File: config.mk
export PLATFORM = sky130hd
export DESIGN_NAME = dbc_bridge_ctrl
export DESIGN_NICKNAME = d
export VERILOG_FILES = /design/src/verilog/dbc_pkg.sv /design/src/verilog/dbc_bridge_ctrl.sv
export SDC_FILE = /design/constraint.sdc
export NUM_CORES = 1
export LEC_CHECK = 0
export ABC_AREA = 0
export BUFFER_PORTS_ARGS = -buffer_cell sky130_fd_sc_hd__buf_2
export CORE_AREA = 2 2 84 167
export DETAILED_ROUTE_END_ITERATION = 6
export DIE_AREA = 0 0 86 169
export GPL_TIMING_DRIVEN = 0
export PLACE_DENSITY = 0.59
export SLEW_MARGIN = 10
export SYNTH_ARGS = -nofsm -noshare
export SYNTH_HDL_FRONTEND = slang
export SYNTH_SLANG_ARGS = --single-unit
File: constraint.sdc
create_clock -name i_clk -period 3.5 [get_ports i_clk]
set_input_delay 0.525 -clock i_clk [delete_from_list [all_inputs] [get_ports i_clk]]
set_output_delay 0.525 -clock i_clk [all_outputs]
set_load 0.02 [all_outputs]
File: src/verilog/dbc_pkg.sv
// Constants, types and field layout for the dual-bridge chopper control.
// Assumes one 25 MHz clock and an APB master on the register side.
package dbc_pkg;

  localparam int unsigned CLK_NS = 40;
  localparam int unsigned T_SHORT_NS = 2000;
  localparam int unsigned T_PWM_NS = 5000;
  // Least times, rounded up to whole cycles
  localparam int unsigned SHORT_CYC = (T_SHORT_NS + CLK_NS - 1) / CLK_NS;
  localparam int unsigned PWM_CYC = (T_PWM_NS + CLK_NS - 1) / CLK_NS;

  localparam logic [6:0] SHORT_WIN_OPEN = 7'(SHORT_CYC);
  localparam logic [6:0] SHORT_WIN_CLOSE = 7'(PWM_CYC);
  localparam logic [2:0] SHORT_RETRY_LAST = 3'h7;

  // APB register map
  localparam logic [7:0] ADDR_CTRL = 8'h00;
  localparam logic [7:0] ADDR_STATUS = 8'h04;
  localparam logic [5:0] CTRL_RST = 6'h36;

  // Control byte fields
  localparam int unsigned CTRL_A_PHASE = 3;
  localparam int unsigned CTRL_B_PHASE = 0;
  localparam int unsigned CTRL_A_CUR = 4;
  localparam int unsigned CTRL_B_CUR = 1;

  // Status fields
  localparam int unsigned ST_SINK_FAULT_N = 7;
  localparam int unsigned ST_OVC_N = 6;
  localparam int unsigned ST_LOCK = 2;
  localparam int unsigned ST_DISABLED = 0;

  // Current codes, upper bit first
  localparam logic [1:0] CUR_NONE = 2'h3;
  localparam logic [1:0] CUR_HOLD = 2'h2;
  localparam logic [1:0] CUR_MID = 2'h1;
  localparam logic [1:0] CUR_FULL = 2'h0;

  typedef enum logic [2:0] {
    BR_OFF = 3'b000,
    BR_DECAY = 3'b001,
    BR_DRIVE = 3'b010,
    BR_FREE = 3'b011,
    BR_LOCK = 3'b100
  } dbc_state_e;

  // Gate drives of one bridge: source and sink of each half
  typedef struct packed {
    logic src1;
    logic sink1;
    logic src2;
    logic sink2;
  } dbc_gate_s;

  // Analog comparator inputs of one bridge
  typedef struct packed {
    logic src_ovl;
    logic short_trip;
    logic sense_trip;
  } dbc_sense_s;

endpackage

File: src/verilog/dbc_bridge_ctrl.sv
// Dual full-bridge chopper control with APB control/status registers.
// Assumes comparator and oscillator inputs are asynchronous to i_clk.
//
// Local design decisions: the address map and register access over APB.
module dbc_bridge_ctrl (
  // Clock and reset
  input wire logic i_clk,
  input wire logic i_rstn,
  // APB slave
  input wire logic i_psel,
  input wire logic i_penable,
  input wire logic i_pwrite,
  input wire logic [7:0] i_paddr,
  input wire logic [31:0] i_pwdata,
  output logic o_pready,
  output logic [31:0] o_prdata,
  output logic o_pslverr,
  // Oscillator: high while ramping up
  input wire logic i_osc_rising,
  // Comparators, index 0 bridge A, 1 bridge B
  input wire dbc_pkg::dbc_sense_s [1:0] i_sense,
  // Bridge drives and analog selects
  output dbc_pkg::dbc_gate_s [1:0] o_gate,
  output logic [1:0] [1:0] o_thr_code,
  output logic [1:0] o_short_window,
  output logic o_bridge_a_first_output,
  output logic o_bridge_b_first_output,
  // Error status, active low
  output logic o_overcurrent_status_bit,
  output logic o_sink_fault_status_bit
);
  import dbc_pkg::*;

  // ----------------------------------------------------------------
  // Input synchronisers
  // ----------------------------------------------------------------
  logic [6:0] raw;
  logic [6:0] s1_q;
  logic [6:0] s2_q;
  logic [6:0] s3_q;
  logic [6:0] in_q;
  logic osc_prev_q;
  logic [1:0] trig;
  dbc_sense_s [1:0] sense;

  assign raw = {i_sense[1], i_sense[0], i_osc_rising};

  always_ff @(posedge i_clk)
  begin
    if (!i_rstn)
    begin
      s1_q <= 7'h00;
      s2_q <= 7'h00;
      s3_q <= 7'h00;
      in_q <= 7'h00;
      osc_prev_q <= 1'b0;
    end
    else
    begin
      s1_q <= raw;
      s2_q <= s1_q;
      s3_q <= s2_q;
      // A change counts once stages two and three agree
      in_q <= (s2_q & s3_q) | (in_q & (s2_q ^ s3_q));
      osc_prev_q <= in_q[0];
    end
  end

  assign sense[0] = in_q[3:1];
  assign sense[1] = in_q[6:4];
  // A triggers at the peak, B at the valley
  assign trig[0] = osc_prev_q & ~in_q[0];
  assign trig[1] = ~osc_prev_q & in_q[0];

  // ----------------------------------------------------------------
  // APB registers
  // ----------------------------------------------------------------
  logic [5:0] ctrl_q;
  logic xfer_q;
  logic short_flag_q;
  logic ovc_flag_q;
  logic [1:0] disabled_q;
  logic [1:0] lock;
  logic [1:0] short_ev;
  logic [1:0] normal_ev;
  logic [1:0] ovl_ev;
  logic setup;
  logic access;
  logic hit;
  logic [31:0] status;

  assign setup = i_psel & ~i_penable;
  assign access = i_psel & i_penable;
  assign o_pready = access;
  assign hit = (i_paddr == ADDR_CTRL) || (i_paddr == ADDR_STATUS);

  always_comb
  begin
    status = 32'h0000_0000;
    status[ST_SINK_FAULT_N] = ~short_flag_q;
    status[ST_OVC_N] = ~ovc_flag_q;
    status[ST_LOCK +: 2] = lock;
    status[ST_DISABLED +: 2] = disabled_q;
  end

  always_ff @(posedge i_clk)
  begin
    if (!i_rstn)
    begin
      o_prdata <= 32'h0000_0000;
      o_pslverr <= 1'b0;
    end
    else if (setup)
    begin
      o_pslverr <= ~hit;
      if (i_paddr == ADDR_CTRL)
        o_prdata <= {26'h0000000, ctrl_q};
      else if (i_paddr == ADDR_STATUS)
        o_prdata <= status;
      else
        o_prdata <= 32'h0000_0000;
    end
  end

  // A completed control write stands for the end of a byte transfer
  always_ff @(posedge i_clk)
  begin
    if (!i_rstn)
    begin
      ctrl_q <= CTRL_RST;
      xfer_q <= 1'b0;
    end
    else
    begin
      xfer_q <= access & i_pwrite & (i_paddr == ADDR_CTRL);
      if (access & i_pwrite & (i_paddr == ADDR_CTRL))
        ctrl_q <= i_pwdata[5:0];
    end
  end

  // ----------------------------------------------------------------
  // Shared error flags
  // ----------------------------------------------------------------
  always_ff @(posedge i_clk)
  begin
    if (!i_rstn)
    begin
      short_flag_q <= 1'b0;
      ovc_flag_q <= 1'b0;
    end
    else
    begin
      // set wins; a normal trip or a transfer overwrites it
      if (|short_ev)
        short_flag_q <= 1'b1;
      else if ((|normal_ev) | xfer_q)
        short_flag_q <= 1'b0;
      // overload flag set wins over the transfer clear
      if (|ovl_ev)
        ovc_flag_q <= 1'b1;
      else if (xfer_q)
        ovc_flag_q <= 1'b0;
    end
  end

  assign o_overcurrent_status_bit = ~ovc_flag_q;
  assign o_sink_fault_status_bit = ~short_flag_q;

  // ----------------------------------------------------------------
  // Per-bridge chopper
  // ----------------------------------------------------------------
  logic [1:0] phase;
  logic [1:0] [1:0] code;

  assign phase = {ctrl_q[CTRL_B_PHASE], ctrl_q[CTRL_A_PHASE]};
  assign code[0] = ctrl_q[CTRL_A_CUR +: 2];
  assign code[1] = ctrl_q[CTRL_B_CUR +: 2];

  genvar b;
  generate
    for (b = 0; b < 2; b++)
    begin : g_bridge
      dbc_state_e state_q;
      dbc_state_e state_d;
      logic [6:0] cnt_q;
      logic [2:0] retry_q;
      logic phase_prev_q;
      logic off_code;
      logic in_win;
      logic past_win;

      assign off_code = (code[b] == CUR_NONE);
      assign in_win = (cnt_q >= SHORT_WIN_OPEN) && (cnt_q < SHORT_WIN_CLOSE);
      assign past_win = (cnt_q >= SHORT_WIN_CLOSE);
      assign short_ev[b] = (state_q == BR_DRIVE) && in_win && sense[b].short_trip;
      assign normal_ev[b] = (state_q == BR_DRIVE) && past_win && sense[b].sense_trip;
      // only a conducting bridge can overload its source
      assign ovl_ev[b] = sense[b].src_ovl &&
        ((state_q == BR_DRIVE) || (state_q == BR_FREE));
      assign lock[b] = (state_q == BR_LOCK);

      always_comb
      begin
        state_d = state_q;
        if (off_code || disabled_q[b] || ovl_ev[b])
          state_d = BR_OFF;
        // only a conducting pair needs fast decay
        else if ((phase[b] != phase_prev_q) &&
          ((state_q == BR_DRIVE) || (state_q == BR_FREE)))
          state_d = BR_DECAY;
        else
        begin
          unique case (state_q)
            BR_OFF: state_d = BR_DRIVE;
            BR_DECAY:
              if (trig[b])
                state_d = BR_DRIVE;
            BR_DRIVE:
              // eighth short in a row locks the sink off
              if (short_ev[b] && (retry_q == SHORT_RETRY_LAST))
                state_d = BR_LOCK;
              else if (short_ev[b] || normal_ev[b])
                state_d = BR_FREE;
            BR_FREE:
              if (trig[b])
                state_d = BR_DRIVE;
            BR_LOCK:
              if (xfer_q)
                state_d = BR_DRIVE;
            default: state_d = BR_OFF;
          endcase
        end
      end

      always_ff @(posedge i_clk)
      begin
        if (!i_rstn)
        begin
          state_q <= BR_OFF;
          phase_prev_q <= 1'b0;
        end
        else
        begin
          state_q <= state_d;
          phase_prev_q <= phase[b];
        end
      end

      // blanking counter restarts at each sink turn-on
      always_ff @(posedge i_clk)
      begin
        if (!i_rstn)
          cnt_q <= 7'h00;
        else if ((state_d == BR_DRIVE) && (state_q != BR_DRIVE))
          cnt_q <= 7'h00;
        else if ((state_q == BR_DRIVE) && !past_win)
          cnt_q <= cnt_q + 7'h01;
      end

      always_ff @(posedge i_clk)
      begin
        if (!i_rstn)
          retry_q <= 3'h0;
        else if (short_ev[b])
          retry_q <= retry_q + 3'h1;
        else if (normal_ev[b] || xfer_q || (state_q == BR_OFF))
          retry_q <= 3'h0;
      end

      // source overload disables until a transfer, set wins
      always_ff @(posedge i_clk)
      begin
        if (!i_rstn)
          disabled_q[b] <= 1'b0;
        else if (ovl_ev[b])
          disabled_q[b] <= 1'b1;
        else if (xfer_q)
          disabled_q[b] <= 1'b0;
      end

      // phase taken with the state picks the diagonal; source held, sink chops
      always_ff @(posedge i_clk)
      begin
        if (!i_rstn)
        begin
          o_gate[b] <= '0;
          o_thr_code[b] <= CUR_NONE;
          o_short_window[b] <= 1'b0;
        end
        else
        begin
          o_gate[b].src1 <= phase_prev_q && ((state_q == BR_DRIVE) || (state_q == BR_FREE));
          o_gate[b].sink2 <= phase_prev_q && (state_q == BR_DRIVE);
          o_gate[b].src2 <= !phase_prev_q && ((state_q == BR_DRIVE) || (state_q == BR_FREE));
          o_gate[b].sink1 <= !phase_prev_q && (state_q == BR_DRIVE);
          o_thr_code[b] <= code[b];
          o_short_window[b] <= (state_q == BR_DRIVE) && in_win;
        end
      end
    end
  endgenerate

  assign o_bridge_a_first_output = o_gate[0].src1;
  assign o_bridge_b_first_output = o_gate[1].src1;

endmodule // dbc_bridge_ctrl

==> results.tsv, run 1 <==
stage	metric	value	unit
die	Die W	86	um
hold_path	Hold Path End	s1_q[1]$_SDFF_PN0_	
clock_tree	CTS resizes	0	
place	global placement routability congestion	0.811	
drt	DRC errors left	0	
setup_path	startpoint type of the worst setup path	flop	
synth	Avg Cell Area, Syn	9.30	um2
die	die extent in y	169	um
setup_path	crit path max fanout	7	
place	Area after DPL	4470	um2
outcome	outcome	finished, final reports clean	
sta	final hold viol count	0	
clock_tree	htree depth	3	
die	core area	13300	um2
synth	#FFs+latches synth	91	
setup_path	worst reg2reg endpoint	g_bridge[1].cnt_q[1]$_SDFFE_PP0P_	
setup_path	critical path type	flop to flop	
sta	relative slew slack	38.6	%
pwr	Static Leak	1.97	nW
clock_tree	worst skew pair latency	0.34	ns
die	num rows	60	
sta	Fin Clk Skew	0.00468	ns
clock_tree	CTS Buffer Depth	2	
setup_path	arrival time at the worst endpoint	2.56	ns
hold_path	HP Class	primary input to flop	
drt	Initial DRC Count	228	
sta	fin crit share	67.4	%
clock_tree	clk slew on worst S/H paths	0.06	ns
synth	Unique masters post-synth	56	
place	DPL Wire Length	5790	um
drt	via count	3007	
drt	total wire length	7820	um
synth	synthesized instance count	423	
setup_path	Worst Reg-to-Reg Cells	7	
sta	Slew @ Worst Pin	0.914	ns
clock_tree	post-CTS setup buffers	0	
sta	setup TNS	0	ns
place	Post-Place Cells	653	
synth	Async S/R FF share, synth	0	%
global_route	GR Util All Layers	10.8	%
synth	Synth area leader	dfxtp_1	
die	Initial Util	29.6	%
setup_path	reg2reg start	g_bridge[1].cnt_q[0]$_SDFFE_PP0P_	
sta	fmax	0.424	GHz
finish	share of cells above drive strength 1	20.6	%
finish	Layout Cells excl Fill	669	
finish	fin nets	578	
setup_path	crit path capture type	flop	
synth	Area contributors post-synth	dfxtp_1 46%, ha_1 5.4%, buf_4 5.0%	
finish	Synth-to-Final Area Change	21.5	%
place	I/O Buffers	52	
setup_path	Req. time, crit path	3.70	ns
synth	sequential fraction of the synthesis area	46.3	%
drt	DRT Pass-1 Iters	4	
sta	Final setup viols	0	
pwr	Final Power	2.12	mW
synth	Synth Warn #	0	
drt	Antenna Violating Nets Remaining	0	
synth	share of the synthesized area in the top cell type	46.3	%
clock_tree	Num CTS Buffers	9	
synth	EDFF count, synth	0	
finish	most frequent cells in the layout	91 x dfxtp_1, 54 x buf_2, 48 x nor2_1	
setup_path	Worst R2R Setup Slack	1.14	ns
drt	wire per inst	11.7	um
global_route	initial antenna violation count	0	
global_route	Remaining Overflow, GRT	0	
pwr	power per cell area	444	nW/um2
synth	Mapped Area	3930	um2
pwr	peak supply drop	344	uV
synth	ys flop type	dfxtp_1	
clock_tree	root buf cell	clkbuf_16	
finish	# diodes	0	
sta	unrepaired setup endpoints after global routing	false	
hold_path	Hold Crit Depth	2	
global_route	first-pass GRT wire length	12400	um
hold_path	Hold Path Origin	i_sense[0]	
drt	Vias/cell	4.49	
global_route	pin count of the biggest net entering global routing	16	
finish	most common cell after layout, fill and taps aside	dfxtp_1	
global_route	vias in the first global route	2644	
clock_tree	hold buffers post-CTS	0	
sta	Final Critical Period	2.36	ns
clock_tree	clock tree sinks	91	
clock_tree	TritonCTS clock tree	yes	
finish	Finished Cell Area	4780	um2
sta	Pins Over Slew Limit	0	
die	DIE AREA	14500	um2
die	# IOs	104	
run	Max-Cap Viols	0	
-- sequential cells by signal, summed over array words and instances, names as in the netlist, 4 cells and up --
| signal | cells |
|---|---|
| g_bridge.cnt_q | 14 |
| o_prdata | 8 |
| in_q | 7 |
| s1_q | 7 |
| s2_q | 7 |
| s3_q | 7 |
| ctrl_q | 6 |
| g_bridge.retry_q | 6 |
| g_bridge.state_q | 6 |
| o_gate | 6 |
| o_thr_code | 4 |
-- power breakdown --
group | leakage, nW | total (mW) | switching, mW | internal [mW]
Combinational | 1.09 | 0.103 | 0.0611 | 0.0414
Clock | 0.142 | 0.971 | 0.396 | 0.575
Sequential | 0.737 | 1.05 | 0.00352 | 1.05
Total | 1.97 | 2.12 | 0.461 | 1.66
-- area by class of cell --
type                       count  area [um2]
tap                          155         194
buffer                        39         246
inverter                      14        52.6
sequential                    91        1820
multi-input combinational    302        1900
fill                        1371        8510
clock inverter                 5        62.6
timing repair buffer          52         260
clock buffer                  11         243
-- worst max-delay path by stage --
stage                     slack (ns)                                end                              start  cells past startpoint
after CTS                       1.08  g_bridge[1].cnt_q[1]$_SDFFE_PP0P_  g_bridge[1].cnt_q[0]$_SDFFE_PP0P_                      7
after floorplan                 1.37  g_bridge[1].cnt_q[1]$_SDFFE_PP0P_  g_bridge[1].cnt_q[0]$_SDFFE_PP0P_                      7
after global placement          1.12  g_bridge[1].cnt_q[1]$_SDFFE_PP0P_  g_bridge[1].cnt_q[0]$_SDFFE_PP0P_                      7
after global routing            0.94  g_bridge[1].cnt_q[1]$_SDFFE_PP0P_  g_bridge[1].cnt_q[0]$_SDFFE_PP0P_                      7
after detailed placement        1.11  g_bridge[1].cnt_q[1]$_SDFFE_PP0P_  g_bridge[1].cnt_q[0]$_SDFFE_PP0P_                      7
final                           1.14  g_bridge[1].cnt_q[1]$_SDFFE_PP0P_  g_bridge[1].cnt_q[0]$_SDFFE_PP0P_                      7
-- stage by stage --
step | setup WS (ns) | utilization, % | hold WS (ns)
floorplan | 1.37 | - | 0.412
global placement | 1.12 | 33.7 | 0.414
detailed placement | 1.11 | 33.7 | 0.420
CTS | 1.08 | 36.0 | 0.381
global route | 0.936 | 36.0 | 0.381
finish | 1.14 | 36.0 | 0.390
-- cells by family (layout without fill, tap and decap cells) --
group	count (synthesis)	in the layout	share of synthesized area [%]
flip-flops	91	91	46.3
XOR/XNOR	14	14	3.12
AO/OA/AOI/OAI	73	73	13.7
buffers and inverters	53	121	7.60
other	1	24	0.0954
adder cells (fa/ha/maj)	17	17	5.41
AND/OR/NAND/NOR	165	165	21.4
multiplexers	9	9	2.32
-- critical path, stage by stage, from the launching register on --
cell	delay, ns
dfxtp_1	0.42
inv_1	0.08
ha_1	0.19
or4_4	0.44
a31oi_4	0.28
o22ai_2	0.15
o41ai_4	0.56
a211oi_1	0.11
-- per-layer routing --
| layer | part of all wire [%] | wire (um) | global-route usage (%) |
|---|---|---|---|
| met1 | 48 | 3730 | 14.5 |
| met2 | 45 | 3490 | 16.2 |
| met3 | 6.0 | 465 | 2.83 |
| met4 | 1.7 | 134 | 4.69 |
| met5 | 0 | 0 | 0 |
-- Yosys cell counts (all sizes together), types with 3 or more instances --
cell / n
dfxtp: 91
nor2: 48
nand2: 31
buf: 28
a21oi: 27
and2: 26
ha: 17
inv: 13
clkbuf: 11
nor3: 11
o21ai: 11
nand2b: 9
nand4: 9
xor2: 9
mux2i: 8
a31oi: 6
nor2b: 6
and3: 5
nand3: 5
xnor2: 5
nor4: 4
a211oi: 3
a32oi: 3
nor3b: 3
o211ai: 3
Power figures use the tool's default switching activity.
==> run 2, diff against run 1 <==
==> constraint.sdc (replaced) <==
create_clock -name i_clk -period 2.3 [get_ports i_clk]
set_input_delay 0.345 -clock i_clk [delete_from_list [all_inputs] [get_ports i_clk]]
set_output_delay 0.345 -clock i_clk [all_outputs]
set_load 0.02 [all_outputs]
==> run 2 against run 1 <==
Compared with the run above:
- clock-buffer cell count unchanged
- cell area up 0.89%
- register-to-register slack worse by 0.99 ns
- sequential cell count unchanged
- via count up 0.86%
- total power up 52%
- hold slack worse by 0.18 ns
- core utilization up 0.32 points
- sequential power up 52%
- clock skew about the same
- largest cell class unchanged
- highest routed layer unchanged
==> results.tsv, run 2 (synthesis gave the netlist of run 1 again) <==
stage	metric	value	unit
outcome	outcome	finished, final reports clean	
finish	Synth-to-Final Area Change	22.6	%
die	Initial Util	29.6	%
pwr	Static Leak	1.99	nW
run	Max-Cap Viols	0	
clock_tree	root buf cell	clkbuf_16	
place	global placement routability congestion	0.811	
setup_path	crit path max fanout	7	
sta	min setup slack post-route	0.150	ns
die	Die W	86	um
sta	Final Critical Period	2.15	ns
setup_path	Req. time, crit path	2.50	ns
setup_path	slowest stage delay, CP	0.44	ns
place	DPL Wire Length	5790	um
global_route	pin count of the biggest net entering global routing	16	
sta	unrepaired setup endpoints after global routing	false	
drt	DRC errors left	0	
clock_tree	clk slew on worst S/H paths	0.06	ns
sta	fin crit share	93.5	%
clock_tree	CTS Buffer Depth	2	
finish	FILL cells	1373	
drt	wire per inst	11.7	um
drt	total wire length	7870	um
finish	most common cell after layout, fill and taps aside	dfxtp_1	
drt	via count	3033	
die	die extent in y	169	um
setup_path	startpoint type of the worst setup path	flop	
setup_path	arrival time at the worst endpoint	2.35	ns
sta	Hold Worst Slack	0.210	ns
finish	multi-input logic area	1920	um2
drt	DRT Pass-1 Iters	4	
sta	Pins Over Slew Limit	0	
finish	Reg with most FFs	g_bridge.cnt_q	
place	I/O Buffers	52	
finish	register area	1820	um2
place	Post-Place Cells	653	
pwr	power per cell area	672	nW/um2
setup_path	critical path type	flop to flop	
global_route	first-pass GRT wire length	12400	um
global_route	vias in the first global route	2640	
finish	max reg flops	14	
clock_tree	TritonCTS clock tree	yes	
clock_tree	clock tree sinks	91	
finish	# diodes	0	
finish	Final Util	36.3	%
die	# IOs	104	
global_route	Remaining Overflow, GRT	0	
setup_path	Critical Path Slowest Stage Cell	or4_4	
sta	final hold viol count	0	
clock_tree	htree depth	3	
hold_path	HP Class	primary input to flop	
sta	Fin Clk Skew	0.00451	ns
place	Place WS	-0.0929	ns
pwr	Final Power	3.24	mW
finish	largest registers	g_bridge.cnt_q x14, o_prdata x8	
finish	fin nets	581	
finish	most frequent cells in the layout	89 x dfxtp_1, 54 x buf_2, 48 x nor2_1	
clock_tree	worst skew pair latency	0.34	ns
global_route	GR Util All Layers	10.8	%
finish	share of cells above drive strength 1	21.9	%
drt	Vias/cell	4.51	
global_route	initial antenna violation count	0	
setup_path	critical path, cell by cell	inv_1 > ha_1 > or4_4 > a31oi_4 > o22ai_2 > o41ai_4 > buf_4 > a211oi_1	
finish	Layout Cells excl Fill	672	
die	DIE AREA	14500	um2
drt	Antenna Violating Nets Remaining	0	
setup_path	crit path capture type	flop	
clock_tree	hold buffers post-CTS	0	
die	core area	13300	um2
drt	Initial DRC Count	202	
clock_tree	Num CTS Buffers	9	
sta	fmax	0.465	GHz
sta	relative slew slack	51.2	%
sta	Final setup viols	0	
die	num rows	60	
sta	Slew @ Worst Pin	0.731	ns
pwr	peak supply drop	516	uV
## run 2: cell types whose count changed in the layout (fill, tap and decap cells not counted)
| cell | change |
|---|---|
| buf_4 | +3 |
| dfxtp_1 | -2 |
| dfxtp_2 | +2 |
| a21oi_1 | -1 |
| a21oi_2 | +1 |
| a31oi_2 | -1 |
| a31oi_4 | +1 |
| o31ai_1 | -1 |
| o31ai_2 | +1 |
## run 2: cell type report
| class | count | share of cell area, % |
|---|---|---|
| clock buffer | 11 | 5.04 |
| timing repair buffer | 55 | 5.87 |
| multi-input combinational | 302 | 39.7 |
| inverter | 14 | 1.09 |
| clock inverter | 5 | 1.30 |
| tap | 155 | 4.02 |
| sequential | 91 | 37.8 |
| buffer | 39 | 5.11 |
## run 2: where the power goes
group          internal, mW  switching [mW]
registers              1.59         0.00536
clock network         0.876           0.607
logic                0.0644          0.0938
total                  2.53           0.706
## run 2: worst paths after layout
path / start / to / slack, ns / depth (start not counted)
max: g_bridge[1].cnt_q[0]$_SDFFE_PP0P_ / g_bridge[1].cnt_q[1]$_SDFFE_PP0P_ / 0.15 / 8
min: i_sense[0] / s1_q[1]$_SDFF_PN0_ / 0.21 / 2
max reg2reg: g_bridge[1].cnt_q[0]$_SDFFE_PP0P_ / g_bridge[1].cnt_q[1]$_SDFFE_PP0P_ / 0.15 / 8
min reg2reg: s1_q[0]$_SDFF_PN0_ / s2_q[0]$_SDFF_PN0_ / 0.43 / 1
## run 2: per-layer routing
layer  track usage, %  vias to the layer above  wire (um)
li1                 -                     1598          -
met3             2.83                       10        470
met5                0                        -          0
met2             16.2                       93       3480
met4             4.69                        0        157
met1             14.5                     1332       3760
## run 2: through the flow
step / setup TNS, ns / area (um2)
finish: 0 / 4820
global route: 0 / 4820
detailed placement: -0.535 / 4470
global placement: -0.466 / 4470
floorplan: 0 / 4020
CTS: 0 / 4780
## run 2: worst max-delay path, delay by kind of cell, from the launching register on
kind                       cells  cell delay, ns
AOI/OAI and AO/OA              4            0.75
buffers and inverters          2            0.26
adders and majority gates      1            0.18
DFF                            1            0.37
and+or+nand+nor                1            0.44
## run 2: timing repair
item / in CTS / in global routing
pin swaps: 1 / 3
setup endpoints to repair: 14 / 10
resized for setup: 1 / 4
buffers inserted: 0 / 3
==> run 3, diff against run 2 <==
--- a/config.mk
+++ b/config.mk
@@ -12,6 +12,7 @@
 export DIE_AREA = 0 0 86 169
 export GPL_TIMING_DRIVEN = 0
 export PLACE_DENSITY = 0.59
+export RECOVER_POWER = 25
 export SLEW_MARGIN = 10
 export SYNTH_ARGS = -nofsm -noshare
 export SYNTH_HDL_FRONTEND = slang
==> run 3 against run 2 <==
Compared with the run above:
- first-iteration DRC count decreased by 15%
- clock power about the same
- global-route usage unchanged
- fmax about the same
- via count increased by 0.33%
- hold slack got worse by 0.00076 ns
- wire length about the same
- combinational power about the same
- largest power group unchanged
==> results.tsv, run 3 (synthesis gave the netlist of run 1 again) <==
stage	metric	value	unit
outcome	outcome	finished, final reports clean	
sta	Pins Over Slew Limit	0	
global_route	first-pass GRT wire length	12400	um
die	DIE AREA	14500	um2
sta	fmax	0.465	GHz
sta	Fin Clk Skew	0.00464	ns
drt	Antenna Violating Nets Remaining	0	
setup_path	critical path type	flop to flop	
clock_tree	clk slew on worst S/H paths	0.06	ns
place	Post-Place Cells	653	
finish	max reg flops	14	
global_route	GR Util All Layers	10.8	%
run	Max-Cap Viols	0	
global_route	vias in the first global route	2640	
finish	share of cells above drive strength 1	18.0	%
place	Place WS	-0.0929	ns
finish	multi-input logic area	1920	um2
sta	Final Critical Period	2.15	ns
setup_path	arrival time at the worst endpoint	2.35	ns
pwr	power per cell area	675	nW/um2
place	I/O Buffers	52	
clock_tree	Num CTS Buffers	9	
finish	Layout Cells excl Fill	672	
die	num rows	60	
finish	FILL cells	1385	
drt	total wire length	7860	um
finish	Synth-to-Final Area Change	22.0	%
setup_path	crit path max fanout	7	
clock_tree	root buf cell	clkbuf_16	
global_route	Remaining Overflow, GRT	0	
clock_tree	hold buffers post-CTS	0	
die	Die W	86	um
setup_path	Req. time, crit path	2.50	ns
finish	Reg with most FFs	g_bridge.cnt_q	
finish	fin nets	581	
sta	Slew @ Worst Pin	0.730	ns
global_route	met2 Use GR	16.2	%
die	die extent in y	169	um
sta	unrepaired setup endpoints after global routing	false	
drt	Vias/cell	4.53	
drt	DRC errors left	0	
clock_tree	TritonCTS clock tree	yes	
die	core area	13300	um2
sta	relative slew slack	51.3	%
finish	most common cell after layout, fill and taps aside	dfxtp_1	
drt	via count	3043	
hold_path	HP Class	primary input to flop	
clock_tree	htree depth	3	
global_route	initial antenna violation count	0	
die	Initial Util	29.6	%
die	# IOs	104	
sta	Final setup viols	0	
clock_tree	clock tree sinks	91	
global_route	GR Layer Usage met1	14.5	%
drt	DRT Pass-1 Iters	4	
pwr	peak supply drop	517	uV
finish	largest registers	g_bridge.cnt_q x14, o_prdata x8	
global_route	GR Util met3	2.83	%
sta	min setup slack post-route	0.150	ns
drt	Initial DRC Count	171	
drt	wire per inst	11.7	um
setup_path	crit path capture type	flop	
setup_path	startpoint type of the worst setup path	flop	
clock_tree	CTS Buffer Depth	2	
finish	# diodes	0	
clock_tree	worst skew pair latency	0.34	ns
finish	register area	1820	um2
sta	final hold viol count	0	
global_route	pin count of the biggest net entering global routing	16	
finish	most frequent cells in the layout	89 x dfxtp_1, 48 x nor2_1, 34 x buf_2	
sta	fin crit share	93.5	%
pwr	Static Leak	1.92	nW
global_route	GR peak layer	met2	
sta	setup TNS	0	ns
place	global placement routability congestion	0.811	
place	DPL Wire Length	5790	um
finish	Final Util	36.1	%
[run 3: timing repair]
action	4_1_cts	5_1_grt
setup endpoints to repair	14	10
cloned	0	0
setup buffers	0	3
pin swaps	1	3
gates resized for setup	1	4
[run 3: path summary, 6_finish.rpt]
| check | startpoint | to | slack [ns] | cells past startpoint |
|---|---|---|---|---|
| setup / recovery | g_bridge[1].cnt_q[0]$_SDFFE_PP0P_ | g_bridge[1].cnt_q[1]$_SDFFE_PP0P_ | 0.15 | 8 |
| hold / removal | i_sense[0] | s1_q[1]$_SDFF_PN0_ | 0.21 | 2 |
| setup reg to reg | g_bridge[1].cnt_q[0]$_SDFFE_PP0P_ | g_bridge[1].cnt_q[1]$_SDFFE_PP0P_ | 0.15 | 8 |
| hold reg to reg | s1_q[0]$_SDFF_PN0_ | s2_q[0]$_SDFF_PN0_ | 0.43 | 1 |
[run 3: area by class of cell]
class                   count  share of cell area [%]
inverters                  14                    1.10
clock inverters             5                    1.30
flip-flops and latches     91                    38.0
multi-input cells         302                    39.9
well taps                 155                    4.04
clock buffers              11                    5.06
plain buffers              39                    5.14
repair buffers             55                    5.37
[run 3: worst max-delay path: stages (launching register included)]
cell,delay (ns)
dfxtp_2,0.37
inv_1,0.06
ha_1,0.18
or4_4,0.44
a31oi_4,0.22
o22ai_2,0.13
o41ai_4,0.34
buf_4,0.20
a211oi_1,0.06
[run 3: metrics by stage]
| stage | total power, mW | instance area (um2) | hold WS, ns |
|---|---|---|---|
| floorplan | 1.75 | 4020 | 0.412 |
| global placement | 1.79 | 4470 | 0.414 |
| detailed placement | 1.79 | 4470 | 0.420 |
| CTS | 3.28 | 4780 | 0.201 |
| global route | 3.35 | 4800 | 0.201 |
| finish | 3.24 | 4800 | 0.209 |
[run 3: per-layer routing]
layer | vias up | part of all wire, %
li1 | 1597 | -
met1 | 1349 | 48
met2 | 87 | 44
met3 | 10 | 5.5
met4 | 0 | 2.0
met5 | - | 0
[run 3: report_power, final]
part / leakage [nW] / switching [mW] / internal (mW)
Sequential: 0.738 / 0.00540 / 1.59
Combinational: 1.04 / 0.0938 / 0.0638
Clock: 0.142 / 0.608 / 0.876
